File: src/rfg_defines.vh
// constants for the receive frame buffer overwrite guard
`ifndef RFG_DEFINES_VH
`define RFG_DEFINES_VH
// ===========================================
// register map
`define RFG_ADDR_XCVR_CTRL_TWO 6'h0C
`define RFG_BIT_GUARD_EN 7
`define RFG_BIT_SCRAM_EN 5
`define RFG_RST_XCVR_CTRL_TWO 8'h20
`define RFG_MASK_XCVR_CTRL_TWO 8'hA7
// ===========================================
// spi command byte encodings
`define RFG_CMD_REG_RD 2'b10
`define RFG_CMD_REG_WR 2'b11
`define RFG_CMD_FB_RD 3'b001
`define RFG_CMD_FB_WR 3'b011
`define RFG_CMD_SRAM_RD 3'b000
`define RFG_CMD_SRAM_WR 3'b010
// ===========================================
// transceiver state codes that count as listening
`define RFG_STATE_PLAIN_LISTEN 5'h06
`define RFG_STATE_AUTO_ACK_LISTEN 5'h16
`endif

File: src/rfg_frame_mem.v
// frame buffer storage: one write port, one registered read port
`timescale 1ns/1ps
module rfg_frame_mem #(
  parameter AW = 7,
  parameter DW = 8
) (
  input wire i_mclk,
  input wire i_we,
  input wire [AW-1:0] i_waddr,
  input wire [DW-1:0] i_wdata,
  input wire i_re,
  input wire [AW-1:0] i_raddr,
  output reg [DW-1:0] o_rdata
);
  // ===========================================
  // storage array, no reset: content is undefined until written
  reg [DW-1:0] mem_q [0:(1<<AW)-1];

  // write port
  always @(posedge i_mclk) begin
    if (i_we) begin
      mem_q[i_waddr] <= i_wdata;
    end
  end

  // registered read, one cycle latency
  always @(posedge i_mclk) begin
    if (i_re) begin
      o_rdata <= mem_q[i_raddr];
    end
  end
endmodule

File: src/rfg_guard.v
// frame buffer with spi access and dynamic overwrite guard
`timescale 1ns/1ps
`include "rfg_defines.vh"
// Summary of operation
// listening keeps receiving; new frame replaces old
// guard armed blocks air frames until read ends
// basic mode arms only on valid fcs
// extended mode arms only on frame-end interrupt
// guard needs enable bit, listen states only
// spi writes still modify the buffer
// release on select rise after a buffer read, or leaving listen
// host raises select to end buffer read
// threshold setting has no effect on guard
// enable bit resets to zero, writable
// scrambler bit five, rate bits, reserved zero
// internal protected flag, set end, clear release
module rfg_guard #(
  parameter AW = 7
) (
  input wire i_mclk,
  input wire i_reset,
  // spi pins from the host
  input wire i_sclk,
  input wire i_sel_n,
  input wire i_mosi,
  output wire o_miso,
  // radio receive byte stream
  input wire i_rx_valid,
  input wire i_rx_sof,
  input wire [7:0] i_rx_data,
  output wire o_rx_ready,
  // radio frame end and its qualifiers
  input wire i_rx_end,
  input wire i_rx_fcs_ok,
  input wire i_frame_end_interrupt,
  input wire i_extended_mode,
  input wire [4:0] i_trx_state,
  // control outputs
  output wire o_scrambler_enable,
  output wire [2:0] o_phy_data_rate_select,
  output wire o_protected
);
  // ===========================================
  // command kinds held during one select frame
  localparam K_NONE = 3'd0;
  localparam K_REG_RD = 3'd1;
  localparam K_REG_WR = 3'd2;
  localparam K_FB_RD = 3'd3;
  localparam K_FB_WR = 3'd4;
  localparam K_SRAM_RD = 3'd5;
  localparam K_SRAM_WR = 3'd6;

  // ===========================================
  // pin synchronisers; first stage is read by second stage only
  reg [2:0] sclk_s_q; // [0] first stage, [2] edge history
  reg [2:0] sel_s_q;
  reg [1:0] mosi_s_q;
  // select resets high, its idle level, so no false edge follows reset
  always @(posedge i_mclk or posedge i_reset) begin
    if (i_reset) begin
      sclk_s_q <= 3'h0;
      sel_s_q <= 3'h7;
      mosi_s_q <= 2'h0;
    end else begin
      sclk_s_q <= {sclk_s_q[1:0], i_sclk};
      sel_s_q <= {sel_s_q[1:0], i_sel_n};
      mosi_s_q <= {mosi_s_q[0], i_mosi};
    end
  end
  // edges come from the settled stage against one cycle of history
  wire sclk_rise = sclk_s_q[1] & ~sclk_s_q[2];
  wire sclk_fall = ~sclk_s_q[1] & sclk_s_q[2];
  wire sel_active = ~sel_s_q[1];
  wire sel_fall = ~sel_s_q[1] & sel_s_q[2];
  wire sel_rise = sel_s_q[1] & ~sel_s_q[2];

  // ===========================================
  // control register
  reg guard_en_q; // overwrite guard enable
  reg scram_en_q; // scrambler enable
  reg [2:0] rate_q; // phy data rate select
  // reserved bits 6, 4, 3 read as zero
  wire [7:0] ctrl_rd = {guard_en_q, 1'b0, scram_en_q, 2'b00, rate_q};

  // ===========================================
  // spi byte engine
  reg [2:0] bitcnt_q; // bits received in current byte
  reg [7:0] sh_q; // receive shifter
  reg [7:0] tx_q; // transmit shifter, msb drives miso
  reg first_q; // next byte is the command
  reg addr_ph_q; // next byte is an sram address
  reg [2:0] kind_q; // current command kind
  reg [5:0] reg_addr_q; // register address
  reg [AW-1:0] ptr_q; // frame buffer / sram pointer
  reg rd_req_q; // memory read issued last cycle, data ready now
  wire byte_done = sel_active & sclk_rise & (bitcnt_q == 3'd7);
  wire [7:0] rx_byte = {sh_q[6:0], mosi_s_q[1]};
  wire [7:0] mem_rdata;
  reg spi_we; // spi write into buffer this cycle
  reg rd_issue; // start a memory read for the next out byte

  // decode write and read strobes from the finished byte
  always @* begin
    spi_we = 1'b0;
    rd_issue = 1'b0;
    if (byte_done) begin
      if (first_q) begin
        // command byte: a buffer read fetches address zero at once
        rd_issue = (rx_byte[7:5] == `RFG_CMD_FB_RD);
      end else if (addr_ph_q) begin
        rd_issue = (kind_q == K_SRAM_RD);
      end else begin
        // spi writes land regardless of the guard
        spi_we = (kind_q == K_FB_WR) | (kind_q == K_SRAM_WR);
        rd_issue = (kind_q == K_FB_RD) | (kind_q == K_SRAM_RD);
      end
    end
  end

  // spi sequencing: command decode, pointer, transmit shifter
  always @(posedge i_mclk or posedge i_reset) begin
    if (i_reset) begin
      bitcnt_q <= 3'd0;
      sh_q <= 8'h00;
      tx_q <= 8'h00;
      first_q <= 1'b1;
      addr_ph_q <= 1'b0;
      kind_q <= K_NONE;
      reg_addr_q <= 6'h00;
      ptr_q <= {AW{1'b0}};
      rd_req_q <= 1'b0;
      guard_en_q <= 1'b0;
      scram_en_q <= 1'b1;
      rate_q <= 3'd0;
    end else begin
      rd_req_q <= rd_issue;
      if (!sel_active || sel_fall) begin
        // idle or new access: restart byte framing
        bitcnt_q <= 3'd0;
        first_q <= 1'b1;
        addr_ph_q <= 1'b0;
        tx_q <= 8'h00;
        if (!sel_active) begin
          kind_q <= K_NONE;
        end
      end else begin
        if (sclk_rise) begin
          bitcnt_q <= bitcnt_q + 3'd1;
          sh_q <= rx_byte;
        end
        // shift out on falling edges inside a byte only
        if (sclk_fall && bitcnt_q != 3'd0) begin
          tx_q <= {tx_q[6:0], 1'b0};
        end
        if (rd_req_q) begin
          // read data arrive before the next falling edge
          tx_q <= mem_rdata;
          ptr_q <= ptr_q + {{(AW-1){1'b0}}, 1'b1};
        end
        // a whole byte is in: command, address or data
        if (byte_done) begin
          if (first_q) begin
            // command byte fixes the kind for the rest of the access
            first_q <= 1'b0;
            reg_addr_q <= rx_byte[5:0];
            if (rx_byte[7:6] == `RFG_CMD_REG_RD) begin
              // reply goes out in the next byte; unmapped addresses give zero
              kind_q <= K_REG_RD;
              tx_q <= (rx_byte[5:0] == `RFG_ADDR_XCVR_CTRL_TWO) ? ctrl_rd : 8'h00;
            end else if (rx_byte[7:6] == `RFG_CMD_REG_WR) begin
              kind_q <= K_REG_WR;
            end else begin
              // buffer and sram commands restart the pointer at zero
              case (rx_byte[7:5])
                `RFG_CMD_FB_RD: kind_q <= K_FB_RD;
                `RFG_CMD_FB_WR: kind_q <= K_FB_WR;
                `RFG_CMD_SRAM_RD: kind_q <= K_SRAM_RD;
                `RFG_CMD_SRAM_WR: kind_q <= K_SRAM_WR;
                default: kind_q <= K_NONE;
              endcase
              ptr_q <= {AW{1'b0}};
              addr_ph_q <= rx_byte[6:5] == 2'b00 || rx_byte[6:5] == 2'b10;
            end
          end else if (addr_ph_q) begin
            // sram address byte sets the pointer
            addr_ph_q <= 1'b0;
            ptr_q <= rx_byte[AW-1:0];
          end else if (kind_q == K_REG_WR) begin
            // only the control register is mapped; others ignore writes
            if (reg_addr_q == `RFG_ADDR_XCVR_CTRL_TWO) begin
              guard_en_q <= rx_byte[`RFG_BIT_GUARD_EN];
              scram_en_q <= rx_byte[`RFG_BIT_SCRAM_EN];
              rate_q <= rx_byte[2:0];
            end
          end else if (spi_we) begin
            // data byte stored, step to the next address
            ptr_q <= ptr_q + {{(AW-1){1'b0}}, 1'b1};
          end
        end
      end
    end
  end
  assign o_miso = tx_q[7];

  // ===========================================
  // two-entry buffer between radio stream and the memory
  reg [8:0] buf_q [0:1]; // {sof, data}
  reg buf_wp_q;
  reg buf_rp_q;
  reg [1:0] buf_cnt_q;
  wire buf_full = (buf_cnt_q == 2'd2);
  wire buf_vld = (buf_cnt_q != 2'd0);
  wire buf_push = i_rx_valid & ~buf_full;
  // spi writes own the write port, the drain stalls behind them
  wire buf_pop = buf_vld & ~spi_we;
  wire [8:0] buf_head = buf_q[buf_rp_q];
  assign o_rx_ready = ~buf_full;

  // ring of two slots; count moves by push minus pop
  always @(posedge i_mclk or posedge i_reset) begin
    if (i_reset) begin
      buf_q[0] <= 9'h000;
      buf_q[1] <= 9'h000;
      buf_wp_q <= 1'b0;
      buf_rp_q <= 1'b0;
      buf_cnt_q <= 2'd0;
    end else begin
      // a byte is taken whenever a slot is free
      if (buf_push) begin
        buf_q[buf_wp_q] <= {i_rx_sof, i_rx_data};
        buf_wp_q <= ~buf_wp_q;
      end
      if (buf_pop) begin
        buf_rp_q <= ~buf_rp_q;
      end
      buf_cnt_q <= buf_cnt_q + {1'b0, buf_push} - {1'b0, buf_pop};
    end
  end

  // ===========================================
  // overwrite guard
  wire in_listen = (i_trx_state == `RFG_STATE_PLAIN_LISTEN) ||
                   (i_trx_state == `RFG_STATE_AUTO_ACK_LISTEN);
  reg listen_q; // listen state one cycle ago
  reg prot_q; // protected flag
  reg drop_q; // current air frame is being discarded
  reg [AW-1:0] rx_ptr_q; // air write pointer
  // no threshold input exists here, so the guard cannot depend on it
  wire frame_ok = i_extended_mode ? i_frame_end_interrupt : i_rx_fcs_ok;
  // arming is judged at the end pulse; bytes still queued are kept
  wire arm = guard_en_q & in_listen & i_rx_end & frame_ok;
  // limitation: a frame dropped whole still arms on its good end pulse
  // release: select rises after a frame buffer read, or listen is left
  wire release_fb = sel_rise & (kind_q == K_FB_RD);
  wire release_st = listen_q & ~in_listen;
  wire guard_on = prot_q & guard_en_q & in_listen;
  // a frame's fate is fixed at its first byte so it is never torn
  wire drop_now = (buf_head[8] ? guard_on : drop_q);
  wire air_we = buf_pop & ~drop_now;
  wire [AW-1:0] air_addr = buf_head[8] ? {AW{1'b0}} : rx_ptr_q;

  always @(posedge i_mclk or posedge i_reset) begin
    if (i_reset) begin
      listen_q <= 1'b0;
      prot_q <= 1'b0;
      drop_q <= 1'b0;
      rx_ptr_q <= {AW{1'b0}};
    end else begin
      // listen one cycle ago reveals a step out of it
      listen_q <= in_listen;
      // setting wins over a release in the same cycle
      if (arm) begin
        prot_q <= 1'b1;
      end else if (release_fb || release_st || !guard_en_q) begin
        prot_q <= 1'b0;
      end
      // pointer follows the drain; a start byte restarts it at zero
      if (buf_pop) begin
        drop_q <= drop_now;
        rx_ptr_q <= air_addr + {{(AW-1){1'b0}}, 1'b1};
      end
    end
  end

  // ===========================================
  // frame buffer storage
  // spi writes win the shared write port; the radio drain waits for them
  // read address: zero for the buffer command, the address byte for sram
  rfg_frame_mem #(
    .AW(AW),
    .DW(8)
  ) u_mem (
    .i_mclk(i_mclk),
    .i_we(spi_we | air_we),
    .i_waddr(spi_we ? ptr_q : air_addr),
    .i_wdata(spi_we ? rx_byte : buf_head[7:0]),
    .i_re(rd_issue),
    .i_raddr(first_q ? {AW{1'b0}} : (addr_ph_q ? rx_byte[AW-1:0] : ptr_q)),
    .o_rdata(mem_rdata)
  );

  // control bits and the flag leave straight from their registers
  assign o_scrambler_enable = scram_en_q;
  assign o_phy_data_rate_select = rate_q;
  assign o_protected = prot_q;
endmodule

File: config.mk
export PLATFORM = sky130hd
export DESIGN_NAME = rfg_guard
export DESIGN_NICKNAME = d
export VERILOG_FILES = /design/src/rfg_frame_mem.v /design/src/rfg_guard.v
export VERILOG_INCLUDE_DIRS = /design/src
export SDC_FILE = /design/constraint.sdc
export NUM_CORES = 2
export LEC_CHECK = 0
export BUFFER_PORTS_ARGS = -buffer_cell sky130_fd_sc_hd__buf_4
export CAP_MARGIN = 10
export CORE_MARGIN = 4
export CORE_UTILIZATION = 34
export DETAILED_ROUTE_END_ITERATION = 7
export GPL_TIMING_DRIVEN = 0
export PLACE_DENSITY = 0.59
export SETUP_SLACK_MARGIN = 0.5
export SKIP_CTS_REPAIR_TIMING = 1
export SYNTH_ARGS = -nofsm -noshare
export SYNTH_HDL_FRONTEND = slang
export SYNTH_SLANG_ARGS = --single-unit
File: constraint.sdc
create_clock -name i_mclk -period 22.7 [get_ports i_mclk]
set_input_delay 1.135 -clock i_mclk [delete_from_list [all_inputs] [get_ports i_mclk]]
set_output_delay 1.135 -clock i_mclk [all_outputs]
set_load 0.01 [all_outputs]
Word-level counts from Yosys, hierarchy flattened
Memories as Yosys holds them, arrays and structs flattened. A register that Yosys moved wholly into a read port is not among the register bits.
Cells that the tools add are included.
- output and inout bits: 7
- ROM bits: 0
- input port bits: 24
- memories: 1
- word-level logic and storage cells: 162
- flip-flop bits (word level): 82
- latch bits: 0
- bits in writable memories: 1024
- memories (name ; words ; width ; read ports ; clocked after Yosys merged registers in ; wr ports ; line ; text):
    u_mem.mem_q ; 128 ; 8 ; 1 ; 1 ; 1 ; rfg_frame_mem.v:17 ; reg [DW-1:0] mem_q [0:(1<<AW)-1];
- add/subtract/negate cells: 5
- divide/modulo/power cells: 0
- magnitude comparators: 3
- $mul: 0
- equality and inequality tests: 20
- shift operators: 0
- reductions and logical operators: 21
- muxes and demuxes: 54
- bitwise logic cells: 34
- operators with widths (kind ; number):
    2-to-1 mux 7 bit ; 12
    2-to-1 mux 8 bit ; 8
    2-to-1 mux 9 bit ; 4
    2-to-1 mux 3 bit ; 8
    2-to-1 mux 1 bit ; 19
    bitwise mux 18 bit ; 1
    AND 1 bit ; 16
    adder 7 x 1 -> 7 bit, second input constant ; 2
    inverter 1 bit ; 13
    == test 3 x 2 -> 1 bit, second input constant ; 4
    == test 3 bit, second input constant ; 4
    == test 6 x 4 -> 1 bit, second input constant ; 2
    case mux 3 bit (4 select lines) ; 1
    nonzero test 2 bit ; 5
    demux 9 bit (select 1 bit) ; 1
    AND reduction 3 bit ; 3
    == test 2 bit, second input constant ; 4
    != test 3 bit, second input constant ; 2
    AND reduction 6 bit ; 1
    == test 5 x 3 -> 1 bit, second input constant ; 1
    == test 5 bit, second input constant ; 1
    logical OR 1 bit ; 5
    greater-or-equal comparator 2 bit, second input constant ; 2
    inverter 1 -> 2 bit ; 2
    other kinds (13) ; 16

Longest topological paths before layout
- word-level depth: 11
- gate-level depth with buffers: 13
- mapped depth without buffers: 11

Cells and area by module
A second synthesis with hierarchy kept.
- cell total of the unflattened synthesis: 2066
- area total of the unflattened synthesis: 44117.3 sq um
- modules (own cells, without submodules) (module ; times used ; area an instance (sq um) ; cells each ; sequential area each (sq um)):
    rfg_frame_mem ; 1 ; 39745.6 ; 1635 ; 30989.7
    rfg_guard ; 1 ; 4371.7 ; 431 ; 2058.2

Least setup slack after synthesis
OpenSTA, ideal clock, no wires.
- path type: flip-flop to flip-flop
- from: reg bitcnt_q[0]
- to: mem u_mem.mem_q[0][5], data pin
- data required time: 21503 ps
- setup slack: 14870 ps
- arrival: 6634 ps
- setup time: 1197 ps
- stages on the path, launching flop included: 9
- clock period less this slack: 7830 ps
- path buffers: 3
- path through: dfrtp_1 -> ha_1 -> ha_1 -> nand4bb_1 -> nor4_2 -> buf_2 -> clkbuf_1 -> clkbuf_1 -> o21ai_0
- longest elaborated chain between the ends: 4
- ends and longest elaborated chain (item ; line ; text):
    from (decl) ; rfg_guard.v:87 ; reg [2:0] bitcnt_q;
    from (signal assigned) ; rfg_guard.v:148 ; bitcnt_q <= bitcnt_q + 3'd1;
    == test 3 bit ; rfg_guard.v:96 ; wire byte_done = sel_active & sclk_rise & (bitcnt_q == 3'd7);
    AND 1 bit ; rfg_guard.v:96 ;
    2-to-1 mux 1 bit ; rfg_guard.v:106 ; if (byte_done) begin
    2-to-1 mux 8 bit ; rfg_guard.v:296 ; .i_wdata(spi_we ? rx_byte : buf_head[7:0]),
    via u_mem.i_wdata[5] ; rfg_frame_mem.v:10 ; input wire [DW-1:0] i_wdata,
    to (decl) ; rfg_frame_mem.v:17 ;
The timed path passes the listed nets, and every way through them passes these cells.

Worst setup path after layout
- from: reg sh_q[1]
- to: reg u_mem.o_rdata[0], read port of u_mem.mem_q, data pin
- longest elaborated chain between the ends: 2
- ends and longest elaborated chain (item ; line ; text):
    from (decl) ; rfg_guard.v:88 ; reg [7:0] sh_q;
    from (signal assigned) ; rfg_guard.v:149 ; sh_q <= rx_byte;
    2-to-1 mux 7 bit (2 in a row) ; rfg_guard.v:298 ; .i_raddr(first_q ? {AW{1'b0}} : (addr_ph_q ? rx_byte[AW-1:0] : ptr_q)),
    to (decl) ; rfg_frame_mem.v:13 ; output reg [DW-1:0] o_rdata
Every way passes these cells.
A chain may end at the register's enable or synchronous reset.

==> impl_metrics.json <==
{
  "cts.clk_slew.worst_paths_ps": 60,
  "syn_to_final_growth_pct": 15.33,
  "ant_nets": 0,
  "grt_pass1_vias": 30650,
  "violations": "capacitance limit, slew limit",
  "power_density_mw_per_mm2": 107.0,
  "viasPerCell": 6.115,
  "path_cells": "mux2i_4, nor2_2, buf_2, buf_2, clkbuf_1, a32oi_1, o41ai_1, nand4_1",
  "power_switching_mw": 1.648,
  "area.sequential_mm2": 0.03305,
  "fin_crit_ps": 6101,
  "vias": 32830,
  "r2r_start": "sh_q[1]$_DFFE_PP0P_",
  "route.detailed.drc": 0,
  "final_nets": 3519,
  "top_level_ports": 31,
  "required_ps": 22990,
  "yosysSeqAreaShare": 0.7128,
  "total_power_mw": 5.723,
  "drive_above_1_share": 0.1438,
  "swShare": 0.2880,
  "wire_per_inst_um": 34.53,
  "rsz0062_at_grt": "false",
  "cts_htree_levels": 3,
  "grt_max_degree": 72,
  "cts_inserted_buffers": 112,
  "grt_use_met3": 0.08945,
  "clk_latency_ps": 780,
  "cpMaxStageDelayCell": "o41ai_1",
  "max_slew.worst_pin.slew_ps": 1541,
  "synthesis.area_mm2": 0.04636,
  "wl_um": 185400,
  "grt-busiest-layer": "met2",
  "use_met2": 0.3641,
  "crit_top_cell": "buf_2",
  "multi_input_area_mm2": 0.01228,
  "io_buffers": 29,
  "r2r-end": "u_mem.o_rdata[0]$_DFFE_PP_",
  "drt-initial-drc-count": 5970,
  "firstDrtPassIters": 8,
  "max_cap_violations": 1,
  "synth_cell_types": 86,
  "p_int_mw": 4.075,
  "grt_use_total": 0.2548,
  "synth-edff-count": 1032,
  "crit_arrival_ps": 6390,
  "ys_ff_latch": 1114,
  "max_stage_delay_ps": 950,
  "start_util": 0.3423,
  "status": "complete, but fails checks",
  "synthArstFlopShare": 0.07361,
  "clock-sinks": 1114,
  "place_congestion": 1.073,
  "placementRows": 135,
  "clockBufferDepth": 3,
  "p_seq_frac": 0.484,
  "die_y_um": 377.3,
  "tns_ps": 0,
  "timing.final.crit_share": 0.2688,
  "vdd_drop_max_uv": 69.79,
  "die_w_um": 377.3,
  "antenna_found_initial": 17,
  "startpoint_type": "flip-flop",
  "leakagePower_nw": 17.14,
  "cp_num_buf_inv": 3,
  "clock_power_share": 0.328,
  "syn_avg_cell_area_um2": 14.03,
  "critical_path_class": "flip-flop to flip-flop",
  "skew_ps": 77.31,
  "post-dp-hpwl_um": 131400,
  "crit_family": "buffers and inverters",
  "dieArea_mm2": 0.1423,
  "clock_tree.root_cell": "clkbuf_16",
  "grtUsageMet1": 0.3261,
  "setup_viol": 0,
  "rrSetupSlack_ps": 16600,
  "core_area_mm2": 0.1355,
  "crit_fanout": 10,
  "yosys_warnings": 0,
  "ff2ff_path_depth": 8,
  "maxSlewViolCount": 2,
  "synthCells": 3305,
  "cts_tree": "yes",
  "grt_pass1_wl_um": 248800,
  "hold_viol": 0,
  "hold_class": "input port to asynchronous set/reset pin",
  "synth_ff_type": "edfxtp_1",
  "end_kind": "flip-flop",
  "combPwrFrac": 0.188,
  "relSlewSlack": -0.05376,
  "max_freq_ghz": 0.1639,
  "grt-ovfl-total": 0,
  "fillCellCount": 12610,
  "syn-num-nets": 3336
}
area by class of cell:
type                       instances  share of cell area
multi-input combinational       1947              0.2296
sequential                      1114              0.6180
antenna                            6           0.0002808
timing repair buffer              69             0.01973
clock inverter                    73             0.01329
buffer                           233             0.02080
tap                             1781             0.04167
clock buffer                     135             0.05576
inverter                          11           0.0008190
cell usage after synthesis, types with 12 or more instances:
cell type / count / area share
and3_1: 12 / 0.0016
o211ai_1: 58 / 0.0094
mux2i_1: 146 / 0.032
buf_4: 18 / 0.0029
or3_1: 54 / 0.0073
clkbuf_1: 86 / 0.0070
nor2_1: 296 / 0.024
o21ai_0: 153 / 0.017
nand2_1: 299 / 0.024
nor3_1: 210 / 0.023
buf_1: 13 / 0.0011
o21ai_1: 29 / 0.0031
mux4_2: 29 / 0.014
edfxtp_1: 1032 / 0.67
nand3_1: 107 / 0.012
o31ai_1: 14 / 0.0023
dfrtp_1: 77 / 0.042
a221o_1: 17 / 0.0037
mux2_1: 14 / 0.0034
o221ai_1: 27 / 0.0051
or2_2: 23 / 0.0031
buf_2: 112 / 0.012
mux2_2: 56 / 0.014
o41ai_1: 12 / 0.0023
a22oi_1: 13 / 0.0021
a32oi_1: 18 / 0.0034
a21oi_1: 98 / 0.011
a221oi_1: 15 / 0.0028
a31oi_1: 44 / 0.0059
through the flow:
stage,cell area [µm²],cells,worst slack [ps],utilization,hold slack [ps]
finish,53470,5369,16600,0.3947,305.2
global route,53460,5363,16840,0.3946,300.0
CTS,53440,5362,17070,0.3945,271.1
detailed placement,49750,5154,17090,0.3672,338.7
global placement,48810,5115,5882,0.3603,333.8
floorplan,46360,3305,14870,-,331.2
worst register-to-register path: stages (launching register included):
cell and delay (ps):
dfrtp_1 640, mux2i_4 220, nor2_2 400, buf_2 530, buf_2 730, clkbuf_1 850, a32oi_1 720, o41ai_1 960
nand4_1 630
power by group through the flow:
stage / logic, mW / clock network, mW / registers, mW
after global placement: 0.787 / 0 / 3.22
after floorplan: 0.386 / 0 / 2.97
after detailed placement: 1.05 / 0 / 2.81
after CTS: 1.05 / 1.88 / 2.77
after global routing: 1.10 / 1.96 / 2.77
final: 1.08 / 1.88 / 2.77
state kept, by name, summed over array words and instances (netlist names), 2 cells and up:
name,count
mosi_s_q,2
sh_q,7
tx_q,8
reg_addr_q,6
sclk_s_q,3
buf_q,18
bitcnt_q,3
sel_s_q,3
u_mem.mem_q,1024
rx_ptr_q,7
o_phy_data_rate_select,3
u_mem.o_rdata,8
ptr_q,7
buf_cnt_q,2
kind_q,3
cell families (layout without fill, tap and decap cells):
| kind of cell | Yosys count | in the layout | synth area share |
|---|---|---|---|
| compound gates | 607 | 607 | 0.08816 |
| xor+xnor | 11 | 11 | 0.002078 |
| fa+ha+maj | 7 | 7 | 0.001889 |
| buf+inv | 244 | 521 | 0.02488 |
| flops | 1114 | 1114 | 0.7128 |
| mux | 248 | 248 | 0.06390 |
| other cells | 0 | 6 | 0 |
| simple gates | 1074 | 1074 | 0.1063 |
worst max path at each step:
stage                             from                      endpoint  slack [ps]  cells after the start
2_1_floorplan  bitcnt_q[0]$_DFFE_PP0P_   u_mem.mem_q[0][5]$_DFFE_PP_       14870                      8
3_3_place_gp   bitcnt_q[0]$_DFFE_PP0P_  u_mem.mem_q[84][3]$_DFFE_PP_        5880                      7
3_5_place_dp       sh_q[1]$_DFFE_PP0P_    u_mem.o_rdata[0]$_DFFE_PP_       17090                      8
4_1_cts            sh_q[1]$_DFFE_PP0P_    u_mem.o_rdata[0]$_DFFE_PP_       17070                      8
5_1_grt            sh_q[1]$_DFFE_PP0P_    u_mem.o_rdata[0]$_DFFE_PP_       16840                      8
6_report           sh_q[1]$_DFFE_PP0P_    u_mem.o_rdata[0]$_DFFE_PP_       16600                      8
routing by layer:
layer / vias to the layer above / part of all wire
li1: 13140 / -
met1: 16510 / 0.37
met2: 2584 / 0.42
met3: 589 / 0.14
met4: 8 / 0.079
met5: - / 0.00030
cells in the final DEF (no fill, tap or decap), types with 13 or more instances in the layout:
cell type,n
dfrtp_1,77
a221oi_1,15
buf_4,47
o31ai_1,14
a22oi_1,13
a221o_1,17
a32oi_1,18
o221ai_1,27
a21oi_1,96
mux2i_1,146
buf_2,112
a31oi_1,44
mux4_2,29
or3_1,54
buf_1,13
mux2_1,14
buf_12,23
or2_2,23
clkinv_2,17
o21ai_1,28
nand2_1,299
edfxtp_1,1032
mux2_2,56
clkbuf_16,114
o21ai_0,145
o211ai_1,58
clkbuf_1,102
clkinv_1,30
nor2_1,295
nand3_1,107
nor3_1,210
(Power assumes the default switching activity.)
